`config.mk`:
```
export PLATFORM = sky130hd
export DESIGN_NAME = upf_ctrl
export DESIGN_NICKNAME = d
export VERILOG_FILES = /design/src/upf_pkg.sv /design/src/upf_ctrl.sv
export SDC_FILE = /design/constraint.sdc
export NUM_CORES = 1
export LEC_CHECK = 0
export ABC_AREA = 1
export BUFFER_PORTS_ARGS = -buffer_cell sky130_fd_sc_hd__buf_2
export CAP_MARGIN = 15
export CORE_MARGIN = 8
export CORE_UTILIZATION = 23
export CTS_CLUSTER_DIAMETER = 80
export DETAILED_ROUTE_END_ITERATION = 8
export PLACE_DENSITY = 0.43
export SYNTH_ARGS = -nofsm -noshare
export SYNTH_HDL_FRONTEND = slang
export SYNTH_SLANG_ARGS = --single-unit
```
`constraint.sdc`:
```
create_clock -name mclk_in -period 3.13 [get_ports mclk_in]
set_clock_uncertainty 0.05 [all_clocks]
set_input_delay 0.313 -clock mclk_in [delete_from_list [all_inputs] [get_ports mclk_in]]
set_output_delay 0.313 -clock mclk_in [all_outputs]
set_load 0.05 [all_outputs]
```
`src/upf_pkg.sv`:
```
package upf_pkg;

  // ==========================================================================
  // Register addresses on the ULPI register port
  localparam logic [5:0] UPF_FUNC_WR_ADDR = 6'h04;
  localparam logic [5:0] UPF_FUNC_SET_ADDR = 6'h05;
  localparam logic [5:0] UPF_FUNC_CLR_ADDR = 6'h06;
  localparam logic [5:0] UPF_INTF_WR_ADDR = 6'h07;
  localparam logic [5:0] UPF_INTF_SET_ADDR = 6'h08;
  localparam logic [5:0] UPF_INTF_CLR_ADDR = 6'h09;

  // ==========================================================================
  // Reset values
  localparam logic [7:0] UPF_FUNC_RESET = 8'h41;
  localparam logic [7:0] UPF_INTF_RESET = 8'h00;

  // ==========================================================================
  // Function control field positions
  localparam int UPF_F_SUSPEND_N = 6;
  localparam int UPF_F_ENC_MODE_LO = 3;
  localparam int UPF_F_TERMSEL = 2;
  localparam int UPF_F_XCVR_LO = 0;

  // ==========================================================================
  // Interface control field positions
  localparam int UPF_I_PROT_DIS = 7;
  localparam int UPF_I_PASS_THRU = 6;
  localparam int UPF_I_COMPL = 5;
  localparam int UPF_I_CLK_SUSP_N = 3;
  localparam int UPF_I_CARKIT = 2;
  localparam int UPF_I_SERIAL3 = 1;
  localparam int UPF_I_SERIAL6 = 0;
  localparam logic [7:0] UPF_ALT_MODE_MASK = 8'h07;

  // ==========================================================================
  // Mode encodings
  typedef enum logic [1:0] {
    UPF_ENC_NORMAL = 2'b00,
    UPF_ENC_NON_DRIVING = 2'b01,
    UPF_ENC_NO_STUFF = 2'b10,
    UPF_ENC_NO_SYNC_EOP = 2'b11
  } upf_enc_type;

  typedef enum logic [1:0] {
    UPF_XCVR_HS = 2'b00,
    UPF_XCVR_FS = 2'b01,
    UPF_XCVR_LS = 2'b10,
    UPF_XCVR_FS_LS = 2'b11
  } upf_xcvr_type;

  // ==========================================================================
  // Carriers
  typedef struct packed {
    logic link_clk;
    logic wr;
    logic rd;
    logic [5:0] addr;
    logic [7:0] data;
    logic stp;
    logic fault;
    logic a_vbus_valid;
    logic alt_exit;
  } upf_pins_type;

  typedef struct packed {
    logic hs_xcvr_en;
    logic fs_xcvr_en;
    logic ls_xcvr_en;
    logic fs_preamble_en;
    logic tx_drive_en;
    logic tx_stuff_nrzi_en;
    logic tx_sync_eop_en;
    logic hs_term_en;
    logic plus_pullup_en;
    logic minus_pullup_en;
  } upf_phy_ctl_type;

  typedef struct packed {
    logic stp_pullup_en;
    logic data_pulldown_en;
    logic link_released;
    logic bus_voltage_state;
    logic clock_powered;
    logic carkit_mode;
    logic three_pin_serial_mode;
    logic six_pin_serial_mode;
  } upf_intf_ctl_type;

endpackage : upf_pkg
```
`src/upf_ctrl.sv`:
```
`timescale 1ns/10ps

// Contract
// - Encoding mode field selects transmit encoding style
// - Termination select drives pull-up and HS terminations
// - Speed select field enables one transceiver
// - Speed 11b prefixes full-speed preamble
// - Function control write, set, clear addresses
// - Interface control write, set, clear addresses
// - Interface control resets zero, fixed bit layout
// - Protection: stop pull-up, data pull-downs
// - Protection detects link releasing stop
// - Protect disable removes all weak resistors
// - Complement bit inverts fault input
// - Pass-through skips bus-valid qualification
// - Clock suspend powers down clock only
// - Clock suspend honoured only serial or carkit, powered
// - Clock suspend one keeps clock powered
// - Set address ORs, clear address masks
// - Alternative mode bits self-clear on exit
module upf_ctrl
  import upf_pkg::*;
#(
  parameter int SYNC_STAGES = 2
) (
  // Clock and reset
  input wire logic mclk_in,
  input wire logic rst_in,
  // ULPI register port, timed by the link clock
  input wire logic link_clk_in,
  input wire logic reg_wr_in,
  input wire logic reg_rd_in,
  input wire logic [5:0] reg_addr_in,
  input wire logic [7:0] reg_wdata_in,
  output logic [7:0] reg_rdata_out,
  // Interface pins and analog status
  input wire logic stp_in,
  input wire logic fault_in,
  input wire logic a_vbus_valid_in,
  input wire logic alt_mode_exit_in,
  // Controls to the analog front end
  output upf_phy_ctl_type phy_ctl_out,
  output upf_intf_ctl_type intf_ctl_out,
  output logic [7:0] phy_function_control_out,
  output logic [7:0] phy_interface_control_out
);

  // ==========================================================================
  // Elaboration checks
  if (SYNC_STAGES < 2) begin : g_bad_sync
    $error("SYNC_STAGES must be at least 2");
  end

  // ==========================================================================
  // Input synchronisers
  upf_pins_type pins_raw;
  upf_pins_type sync_q [SYNC_STAGES];
  upf_pins_type pins_s;
  logic link_clk_prev_q;
  logic link_edge;

  assign pins_raw = '{link_clk: link_clk_in, wr: reg_wr_in, rd: reg_rd_in,
                      addr: reg_addr_in, data: reg_wdata_in, stp: stp_in,
                      fault: fault_in, a_vbus_valid: a_vbus_valid_in,
                      alt_exit: alt_mode_exit_in};

  for (genvar i = 0; i < SYNC_STAGES; i++) begin : g_sync
    always_ff @(posedge mclk_in or posedge rst_in) begin
      if (rst_in) begin
        sync_q[i] <= '0;
      end else begin
        sync_q[i] <= (i == 0) ? pins_raw : sync_q[(i == 0) ? 0 : i - 1];
      end
    end
  end

  assign pins_s = sync_q[SYNC_STAGES-1];

  always_ff @(posedge mclk_in or posedge rst_in) begin
    if (rst_in) begin
      link_clk_prev_q <= 1'b0;
    end else begin
      link_clk_prev_q <= pins_s.link_clk;
    end
  end

  // Register port acts on the rising edge of the link clock
  assign link_edge = pins_s.link_clk && !link_clk_prev_q;

  // ==========================================================================
  // Register access decode
  function automatic logic [7:0] upf_update(
    input logic [7:0] cur,
    input logic [7:0] data,
    input logic [5:0] addr,
    input logic [5:0] base
  );
    logic [7:0] res;
    res = cur;
    if (addr == base) begin
      res = data;
    end else if (addr == base + 6'h01) begin
      res = cur | data;
    end else if (addr == base + 6'h02) begin
      res = cur & ~data;
    end
    return res;
  endfunction : upf_update

  function automatic logic in_range(
    input logic [5:0] addr,
    input logic [5:0] base
  );
    return (addr >= base) && (addr <= base + 6'h02);
  endfunction : in_range

  logic acc_wr;
  logic acc_rd;
  logic hit_func;
  logic hit_intf;
  logic [7:0] func_q;
  logic [7:0] func_d;
  logic [7:0] intf_q;
  logic [7:0] intf_d;
  logic [7:0] intf_wr;
  logic [7:0] rdata_q;
  logic [7:0] rdata_d;

  assign acc_wr = link_edge && pins_s.wr;
  assign acc_rd = link_edge && pins_s.rd;
  assign hit_func = in_range(pins_s.addr, UPF_FUNC_WR_ADDR);
  assign hit_intf = in_range(pins_s.addr, UPF_INTF_WR_ADDR);

  // OR on set, mask on clear
  // reserved bit 7 stored as written
  assign func_d = (acc_wr && hit_func) ?
    upf_update(func_q, pins_s.data, pins_s.addr, UPF_FUNC_WR_ADDR) : func_q;

  assign intf_wr = (acc_wr && hit_intf) ?
    upf_update(intf_q, pins_s.data, pins_s.addr, UPF_INTF_WR_ADDR) : intf_q;

  // mode exit clears alt bits, an interface control write in the same cycle wins
  assign intf_d = (pins_s.alt_exit && !(acc_wr && hit_intf)) ?
    (intf_wr & ~UPF_ALT_MODE_MASK) : intf_wr;

  assign rdata_d = !acc_rd ? rdata_q :
    hit_func ? func_q :
    hit_intf ? intf_q : 8'h00;

  always_ff @(posedge mclk_in or posedge rst_in) begin
    if (rst_in) begin
      func_q <= UPF_FUNC_RESET;
      intf_q <= UPF_INTF_RESET;
      rdata_q <= 8'h00;
    end else begin
      func_q <= func_d;
      intf_q <= intf_d;
      rdata_q <= rdata_d;
    end
  end

  // ==========================================================================
  // Function control decode
  upf_enc_type enc_mode;
  upf_xcvr_type xcvr_sel;
  logic termination_select;
  logic phy_suspend_n;
  logic host_pulldowns;
  upf_phy_ctl_type phy_d;
  upf_phy_ctl_type phy_q;

  assign enc_mode = upf_enc_type'(func_q[UPF_F_ENC_MODE_LO +: 2]);
  assign xcvr_sel = upf_xcvr_type'(func_q[UPF_F_XCVR_LO +: 2]);
  assign termination_select = func_q[UPF_F_TERMSEL];
  assign phy_suspend_n = func_q[UPF_F_SUSPEND_N];
  // Pull-down enables live in the OTG register; taken as off here
  assign host_pulldowns = 1'b0;

  assign phy_d.hs_xcvr_en = (xcvr_sel == UPF_XCVR_HS);
  assign phy_d.fs_xcvr_en = (xcvr_sel == UPF_XCVR_FS) ||
                            (xcvr_sel == UPF_XCVR_FS_LS);
  assign phy_d.ls_xcvr_en = (xcvr_sel == UPF_XCVR_LS);
  assign phy_d.fs_preamble_en = (xcvr_sel == UPF_XCVR_FS_LS);
  assign phy_d.tx_drive_en = (enc_mode != UPF_ENC_NON_DRIVING);
  assign phy_d.tx_stuff_nrzi_en = (enc_mode == UPF_ENC_NORMAL) ||
                                  (enc_mode == UPF_ENC_NO_SYNC_EOP);
  // 11b only ever seen with high-speed packets
  assign phy_d.tx_sync_eop_en = (enc_mode != UPF_ENC_NO_SYNC_EOP);
  // terminations from speed, mode, select and pull-downs
  assign phy_d.hs_term_en = !termination_select &&
                            (xcvr_sel == UPF_XCVR_HS) &&
                            (enc_mode != UPF_ENC_NON_DRIVING);
  assign phy_d.plus_pullup_en = termination_select && !host_pulldowns &&
    (xcvr_sel != UPF_XCVR_LS) &&
    ((xcvr_sel != UPF_XCVR_HS) || (enc_mode == UPF_ENC_NO_STUFF));
  assign phy_d.minus_pullup_en = termination_select && !host_pulldowns &&
    (xcvr_sel == UPF_XCVR_LS);

  // ==========================================================================
  // Interface control decode
  logic serial_mode;
  logic clk_susp_honoured;
  logic complement;
  upf_intf_ctl_type intf_ctl_d;
  upf_intf_ctl_type intf_ctl_q;

  assign serial_mode = intf_q[UPF_I_SERIAL3] || intf_q[UPF_I_SERIAL6];
  // honoured only in a serial or UART mode while powered
  assign clk_susp_honoured = (serial_mode || intf_q[UPF_I_CARKIT]) &&
                             phy_suspend_n;
  assign complement = pins_s.fault ^ intf_q[UPF_I_COMPL];

  // weak pull-up on stop while protected
  assign intf_ctl_d.stp_pullup_en = !intf_q[UPF_I_PROT_DIS];
  assign intf_ctl_d.data_pulldown_en = !intf_q[UPF_I_PROT_DIS] && pins_s.stp;
  // stop pulled high means the link let go of it
  assign intf_ctl_d.link_released = !intf_q[UPF_I_PROT_DIS] && pins_s.stp;
  // optional qualification with the bus-valid comparator
  assign intf_ctl_d.bus_voltage_state = complement &&
    (intf_q[UPF_I_PASS_THRU] || pins_s.a_vbus_valid);
  // clock power alone follows the suspend bit
  assign intf_ctl_d.clock_powered = !clk_susp_honoured ||
                                    intf_q[UPF_I_CLK_SUSP_N];
  // several at once is left undefined
  assign intf_ctl_d.carkit_mode = intf_q[UPF_I_CARKIT];
  assign intf_ctl_d.three_pin_serial_mode = intf_q[UPF_I_SERIAL3];
  assign intf_ctl_d.six_pin_serial_mode = intf_q[UPF_I_SERIAL6];

  always_ff @(posedge mclk_in or posedge rst_in) begin
    if (rst_in) begin
      phy_q <= '0;
      intf_ctl_q <= '0;
    end else begin
      phy_q <= phy_d;
      intf_ctl_q <= intf_ctl_d;
    end
  end

  // ==========================================================================
  // Outputs
  assign reg_rdata_out = rdata_q;
  assign phy_ctl_out = phy_q;
  assign intf_ctl_out = intf_ctl_q;
  assign phy_function_control_out = func_q;
  assign phy_interface_control_out = intf_q;

  // ==========================================================================
  // Assertions
  property p_func_write;
    @(posedge mclk_in) disable iff (rst_in)
    acc_wr && pins_s.addr == UPF_FUNC_WR_ADDR |=> func_q == $past(pins_s.data);
  endproperty
  a_func_write: assert property (p_func_write)
    else $error("function control write not stored");

  property p_func_set;
    @(posedge mclk_in) disable iff (rst_in)
    acc_wr && pins_s.addr == UPF_FUNC_SET_ADDR |=>
      func_q == ($past(func_q) | $past(pins_s.data));
  endproperty
  a_func_set: assert property (p_func_set)
    else $error("function control set wrong");

  property p_intf_clear;
    @(posedge mclk_in) disable iff (rst_in)
    acc_wr && pins_s.addr == UPF_INTF_CLR_ADDR |=>
      intf_q[7:3] == ($past(intf_q[7:3]) & ~$past(pins_s.data[7:3]));
  endproperty
  a_intf_clear: assert property (p_intf_clear)
    else $error("interface control clear wrong");

  property p_alt_exit;
    @(posedge mclk_in) disable iff (rst_in)
    pins_s.alt_exit && !(acc_wr && hit_intf) |=> intf_q[2:0] == 3'b000;
  endproperty
  a_alt_exit: assert property (p_alt_exit)
    else $error("alternative mode bit not cleared on exit");

  property p_protect_off;
    @(posedge mclk_in) disable iff (rst_in)
    intf_q[UPF_I_PROT_DIS] ##1 intf_q[UPF_I_PROT_DIS] |->
      !intf_ctl_out.stp_pullup_en && !intf_ctl_out.data_pulldown_en;
  endproperty
  a_protect_off: assert property (p_protect_off)
    else $error("weak resistors left on with protection disabled");

  property p_protect_on;
    @(posedge mclk_in) disable iff (rst_in)
    !intf_q[UPF_I_PROT_DIS] && pins_s.stp |=>
      intf_ctl_out.data_pulldown_en && intf_ctl_out.link_released;
  endproperty
  a_protect_on: assert property (p_protect_on)
    else $error("data pull-downs missing with stop high");

  property p_indicator;
    @(posedge mclk_in) disable iff (rst_in)
    1'b1 |=> intf_ctl_out.bus_voltage_state ==
      (($past(pins_s.fault) ^ $past(intf_q[UPF_I_COMPL])) &&
       ($past(intf_q[UPF_I_PASS_THRU]) || $past(pins_s.a_vbus_valid)));
  endproperty
  a_indicator: assert property (p_indicator)
    else $error("bus voltage state wrong");

  property p_preamble;
    @(posedge mclk_in) disable iff (rst_in)
    xcvr_sel == UPF_XCVR_FS_LS |=>
      phy_ctl_out.fs_preamble_en && phy_ctl_out.fs_xcvr_en;
  endproperty
  a_preamble: assert property (p_preamble)
    else $error("preamble not enabled");

  property p_non_driving;
    @(posedge mclk_in) disable iff (rst_in)
    enc_mode == UPF_ENC_NON_DRIVING |=> !phy_ctl_out.tx_drive_en;
  endproperty
  a_non_driving: assert property (p_non_driving)
    else $error("transmitter driving in non-driving mode");

  property p_clock_ignored;
    @(posedge mclk_in) disable iff (rst_in)
    !(serial_mode || intf_q[UPF_I_CARKIT]) |=> intf_ctl_out.clock_powered;
  endproperty
  a_clock_ignored: assert property (p_clock_ignored)
    else $error("clock suspend honoured outside serial mode");

  c_set_write: cover property (@(posedge mclk_in) disable iff (rst_in)
    acc_wr && pins_s.addr == UPF_INTF_SET_ADDR);
  c_serial_exit: cover property (@(posedge mclk_in) disable iff (rst_in)
    serial_mode ##1 pins_s.alt_exit);
  c_clock_off: cover property (@(posedge mclk_in) disable iff (rst_in)
    !intf_ctl_out.clock_powered);

endmodule : upf_ctrl

```
Yosys cells after proc, flatten, opt, wreduce, memory -nomap -nowiden
Cells that the tools add are included.
- register bits after elaboration: 84
- latch bits: 0
- RAM bits: 0
- memory bits (read-only): 0
- input port bits: 23
- output and inout bits: 42
- logic and storage cells: 110
- memories: 0
- $add $sub $neg: 0
- $mul: 0
- divide/modulo/power cells: 0
- $lt $le $gt $ge: 4
- eq/ne operators: 14
- shift-type cells: 0
- multiplexer cells: 10
- bitwise gates (word level): 6
- reduce and logical (&&, ||, !) cells: 36
- operators with widths (cell ; number):
    $mux 8 ; 9
    $eq 6x3->1 const B ; 4
    $and 8x8->8 ; 2
    $logic_and 1x1->1 ; 16
    $or 8x8->8 ; 2
    $eq 6x4->1 const B ; 2
    $ge 6x3->1 const B ; 2
    $eq 2x2->1 const B ; 4
    $not 8->8 ; 1
    $logic_or 1x1->1 ; 7
    $le 6x3->1 const B ; 1
    $le 6x4->1 const B ; 1
    $logic_not 1->1 ; 5
    $logic_not 2->1 ; 2
    $ne 2x2->1 const B ; 2
    $reduce_and 2->1 ; 2
    $reduce_bool 2->1 ; 2
    $reduce_bool 4->1 ; 1
    $mux 3 ; 1
    $reduce_bool 3->1 ; 1
    $eq 2x1->1 const B ; 1
    $ne 2x1->1 const B ; 1
    $xor 1x1->1 ; 1

Depth between registers and ports, before layout
- depth after elaboration: 8
- depth in mapped cells: 8

Worst setup path before layout
No wires, ideal clock.
- path kind: reg2reg
- start: register with a tool-made name
- end: register rdata_q[0], in the netlist reg_rdata_out[0]
- data arrival time: 1.224 ns
- required time: 3.009 ns
- path slack: 1.785 ns
- stages on the path, launching flop included: 6
- period minus slack after synthesis: 1.345 ns
- path through: dfstp_2 -> clkbuf_1 -> nand3_1 -> nand2_1 -> a21oi_1 -> nor2_1
- RTL lines (what ; RTL line ; RTL):
    to (signal assigned) ; upf_ctrl.sv:158 ; rdata_q <= rdata_d;
    to (decl) ; upf_ctrl.sv:126 ; logic [7:0] rdata_q;

==> results.ini <==
[clock_tree]
cts_tree = done
cts_root_buf = clkbuf_16
post-cts-setup-buffers = 0
cts_max_level = 3
cts_hold_repair.buffers = 0
insertion_delay_ns = 0.34
cts_made_buffers = 9
clockBufferDepth = 2
clkTransAtPathRegs_ns = 0.06
cts.sink_count = 84
cts-resized-gates = 0

[die]
die_w_um = 131
io_pins = 65
die-height_um = 131
start_util_pct = 23.2
core_area_um2 = 13100
rows = 42
dieArea_um2 = 17200

[yosys]
syn_area_per_cell_um2 = 10.8
yosys_register_bits = 84
synth_nets = 307
seq_area_frac_synth_pct = 69.2
netlist_area_um2 = 3040
synth_cells = 281
yosysUniqueCellTypes = 23
yosysWarnings = 0

[route]
drc_errors = 0
wl_met2_um = 3010
drtIter0Drc = 108
routedWlPerCell_um = 12.8
post_drt_via_cell_ratio = 3.76
met1Wirelength_um = 3090
dr.pass1.iters = 4
vias = 1988
wl_met3_um = 515
drtAntennaViolNets = 0
top_layer = met4
wirelength_um = 6760

[worst_setup_path]
worstPathMaxFanout = 10
rr_startpoint = pins_s[13]
max_stage_delay_ns = 0.66
crit_buf_inv = 1
cpLargestDelayFamily = flip-flops
worst_r2r_path_depth = 8
required_ns = 2.77
start_kind = flop
critPathArrivalTime_ns = 1.31
cp_cell_sequence = buf_2
r2r_end = phy_interface_control_out[2]
endpoint_kind = primary output
r2r_slack_ns = 1.55
critPathKind = reg2out
crit_slowest_cell = dfstp_2

[layout]
synthToLayoutAreaGrowth_pct = 27.4
multi_input_area_um2 = 748
drive_gt1_share_pct = 28.3
nets = 374
mostFrequentLayoutCells = 82 x dfrtp_1, 67 x nand2_1, 64 x buf_2
fill_cells = 1375
layout_commonest_cell = dfrtp_1
antenna_cells = 0
seqCellArea_um2 = 2100

[global_routing]
grt_max_degree = 49
grt_pass1_wl_um = 11100
track_usage_pct = 8.79
grt-ovfl-total = 0
antenna_found_initial = 0
grt_pass1_vias = 2102

[pwr]
vdd_drop_max_uv = 223
power.switching_w = 0.000690
power_frac_comb_pct = 11.1
power.density_nw_per_um2 = 680
swShare_pct = 26.2
p_leak_nw = 1.96
sequentialPowerShare_pct = 45.4
p_int_w = 0.00194
power_frac_clock_pct = 43.5

[placement]
dp_slack_ns = 1.55
port_buffers = 64
dp_hpwl_um = 4890
place.gp.congestion = 0.801

[timing]
drv_slew = 0
max_slew_margin_pct = 56.8
rsz0062_at_grt = false
whs_ns = -0.00917
finalSetupViolations = 0
finalHoldViolCount = 22
layout_min_cycle_time_ns = 1.67
fin_tns_setup_ns = 0
worstMarginPinSlew_ns = 0.647
min_period_over_period_pct = 53.3
fmaxAchievable_ghz = 0.599
setup_ws_ns = 1.46

[hold_path]
min_path_type = in2async

[run_status]
outcome = finished, violations left
violations = negative hold slack

[flow_run]
drv_cap = 0

## kinds of logic (layout without fill, tap and decap cells)
| family | Yosys count | count (layout) | share of synthesized area (%) |
|---|---|---|---|
| flip-flops | 84 | 84 | 69.2 |
| adder cells (fa/ha/maj) | 3 | 3 | 1.23 |
| AO/OA/AOI/OAI | 19 | 19 | 3.25 |
| AND/OR/NAND/NOR | 131 | 131 | 20.1 |
| buffers and inverters | 44 | 116 | 6.17 |
## power groups by stage
stage	clock, W	combinational [W]	sequential (W)
3_3_place_gp	0	0.000298	0.00121
6_report	0.00115	0.000293	0.00119
3_5_place_dp	0	0.000299	0.00122
2_1_floorplan	0	0.0000882	0.00134
4_1_cts	0.00119	0.000300	0.00120
5_1_grt	0.00123	0.000318	0.00120
## synthesized netlist by cell type
cell type / number / area [um^2]
dfrtp_1: 82 / 2050
nand2_1: 67 / 251
inv_1: 34 / 128
nand3_1: 20 / 100
nor2_1: 19 / 71.3
a21oi_1: 9 / 45.0
o21ai_0: 9 / 45.0
or2_2: 8 / 50.1
nand4_1: 5 / 31.3
buf_4: 4 / 30.0
clkbuf_1: 4 / 15.0
ha_1: 3 / 37.5
nand3b_1: 3 / 22.5
dfstp_2: 2 / 52.6
nand3_4: 2 / 35.0
nor2_2: 2 / 12.5
nor3_2: 2 / 20.0
buf_6: 1 / 11.3
inv_2: 1 / 3.75
nand2_2: 1 / 6.26
nor3_1: 1 / 5.00
nor4_1: 1 / 6.26
o311ai_0: 1 / 8.76
## worst register-to-register path: cells and delay by family (launching register included)
kind,cells,cell delay (ns)
simple gates,6,0.85
flops,1,0.42
buf+inv,2,0.16
## how the worst max path moves through the flow
stage | depth (start not counted) | end | slack (ns)
4_1_cts | 1 | phy_function_control_out[0] | 1.43
3_3_place_gp | 8 | phy_interface_control_out[0] | 1.61
5_1_grt | 6 | flop | 1.36
2_1_floorplan | 1 | asynchronous set/reset pin | 0.61
3_5_place_dp | 8 | phy_interface_control_out[1] | 1.55
6_report | 1 | phy_function_control_out[0] | 1.46
## metal layers
layer / vias up / GRT usage, %
li1: 1007 / -
met1: 918 / 10.6
met2: 52 / 13.2
met3: 11 / 3.73
met4: 0 / 4.25
met5: - / 0
## final cells by class
type	instances	area share (%)
clock buffers	10	6.17
clock inverters	6	2.26
inverters	35	3.42
multi-input cells	153	19.3
flip-flops and latches	84	54.3
well taps	176	5.69
repair buffers	65	8.79
## through the flow
stage                     instances  utilization [%]  power, W  cell area (um^2)
after global placement          513             27.1   0.00151              3550
after global routing            529             29.6   0.00275              3870
after floorplan                 281                -   0.00142              3040
after CTS                       529             29.6   0.00269              3870
final                           529             29.6   0.00263              3870
after detailed placement        513             27.1   0.00152              3550
No activity file was read; power rests on OpenSTA's default activity.
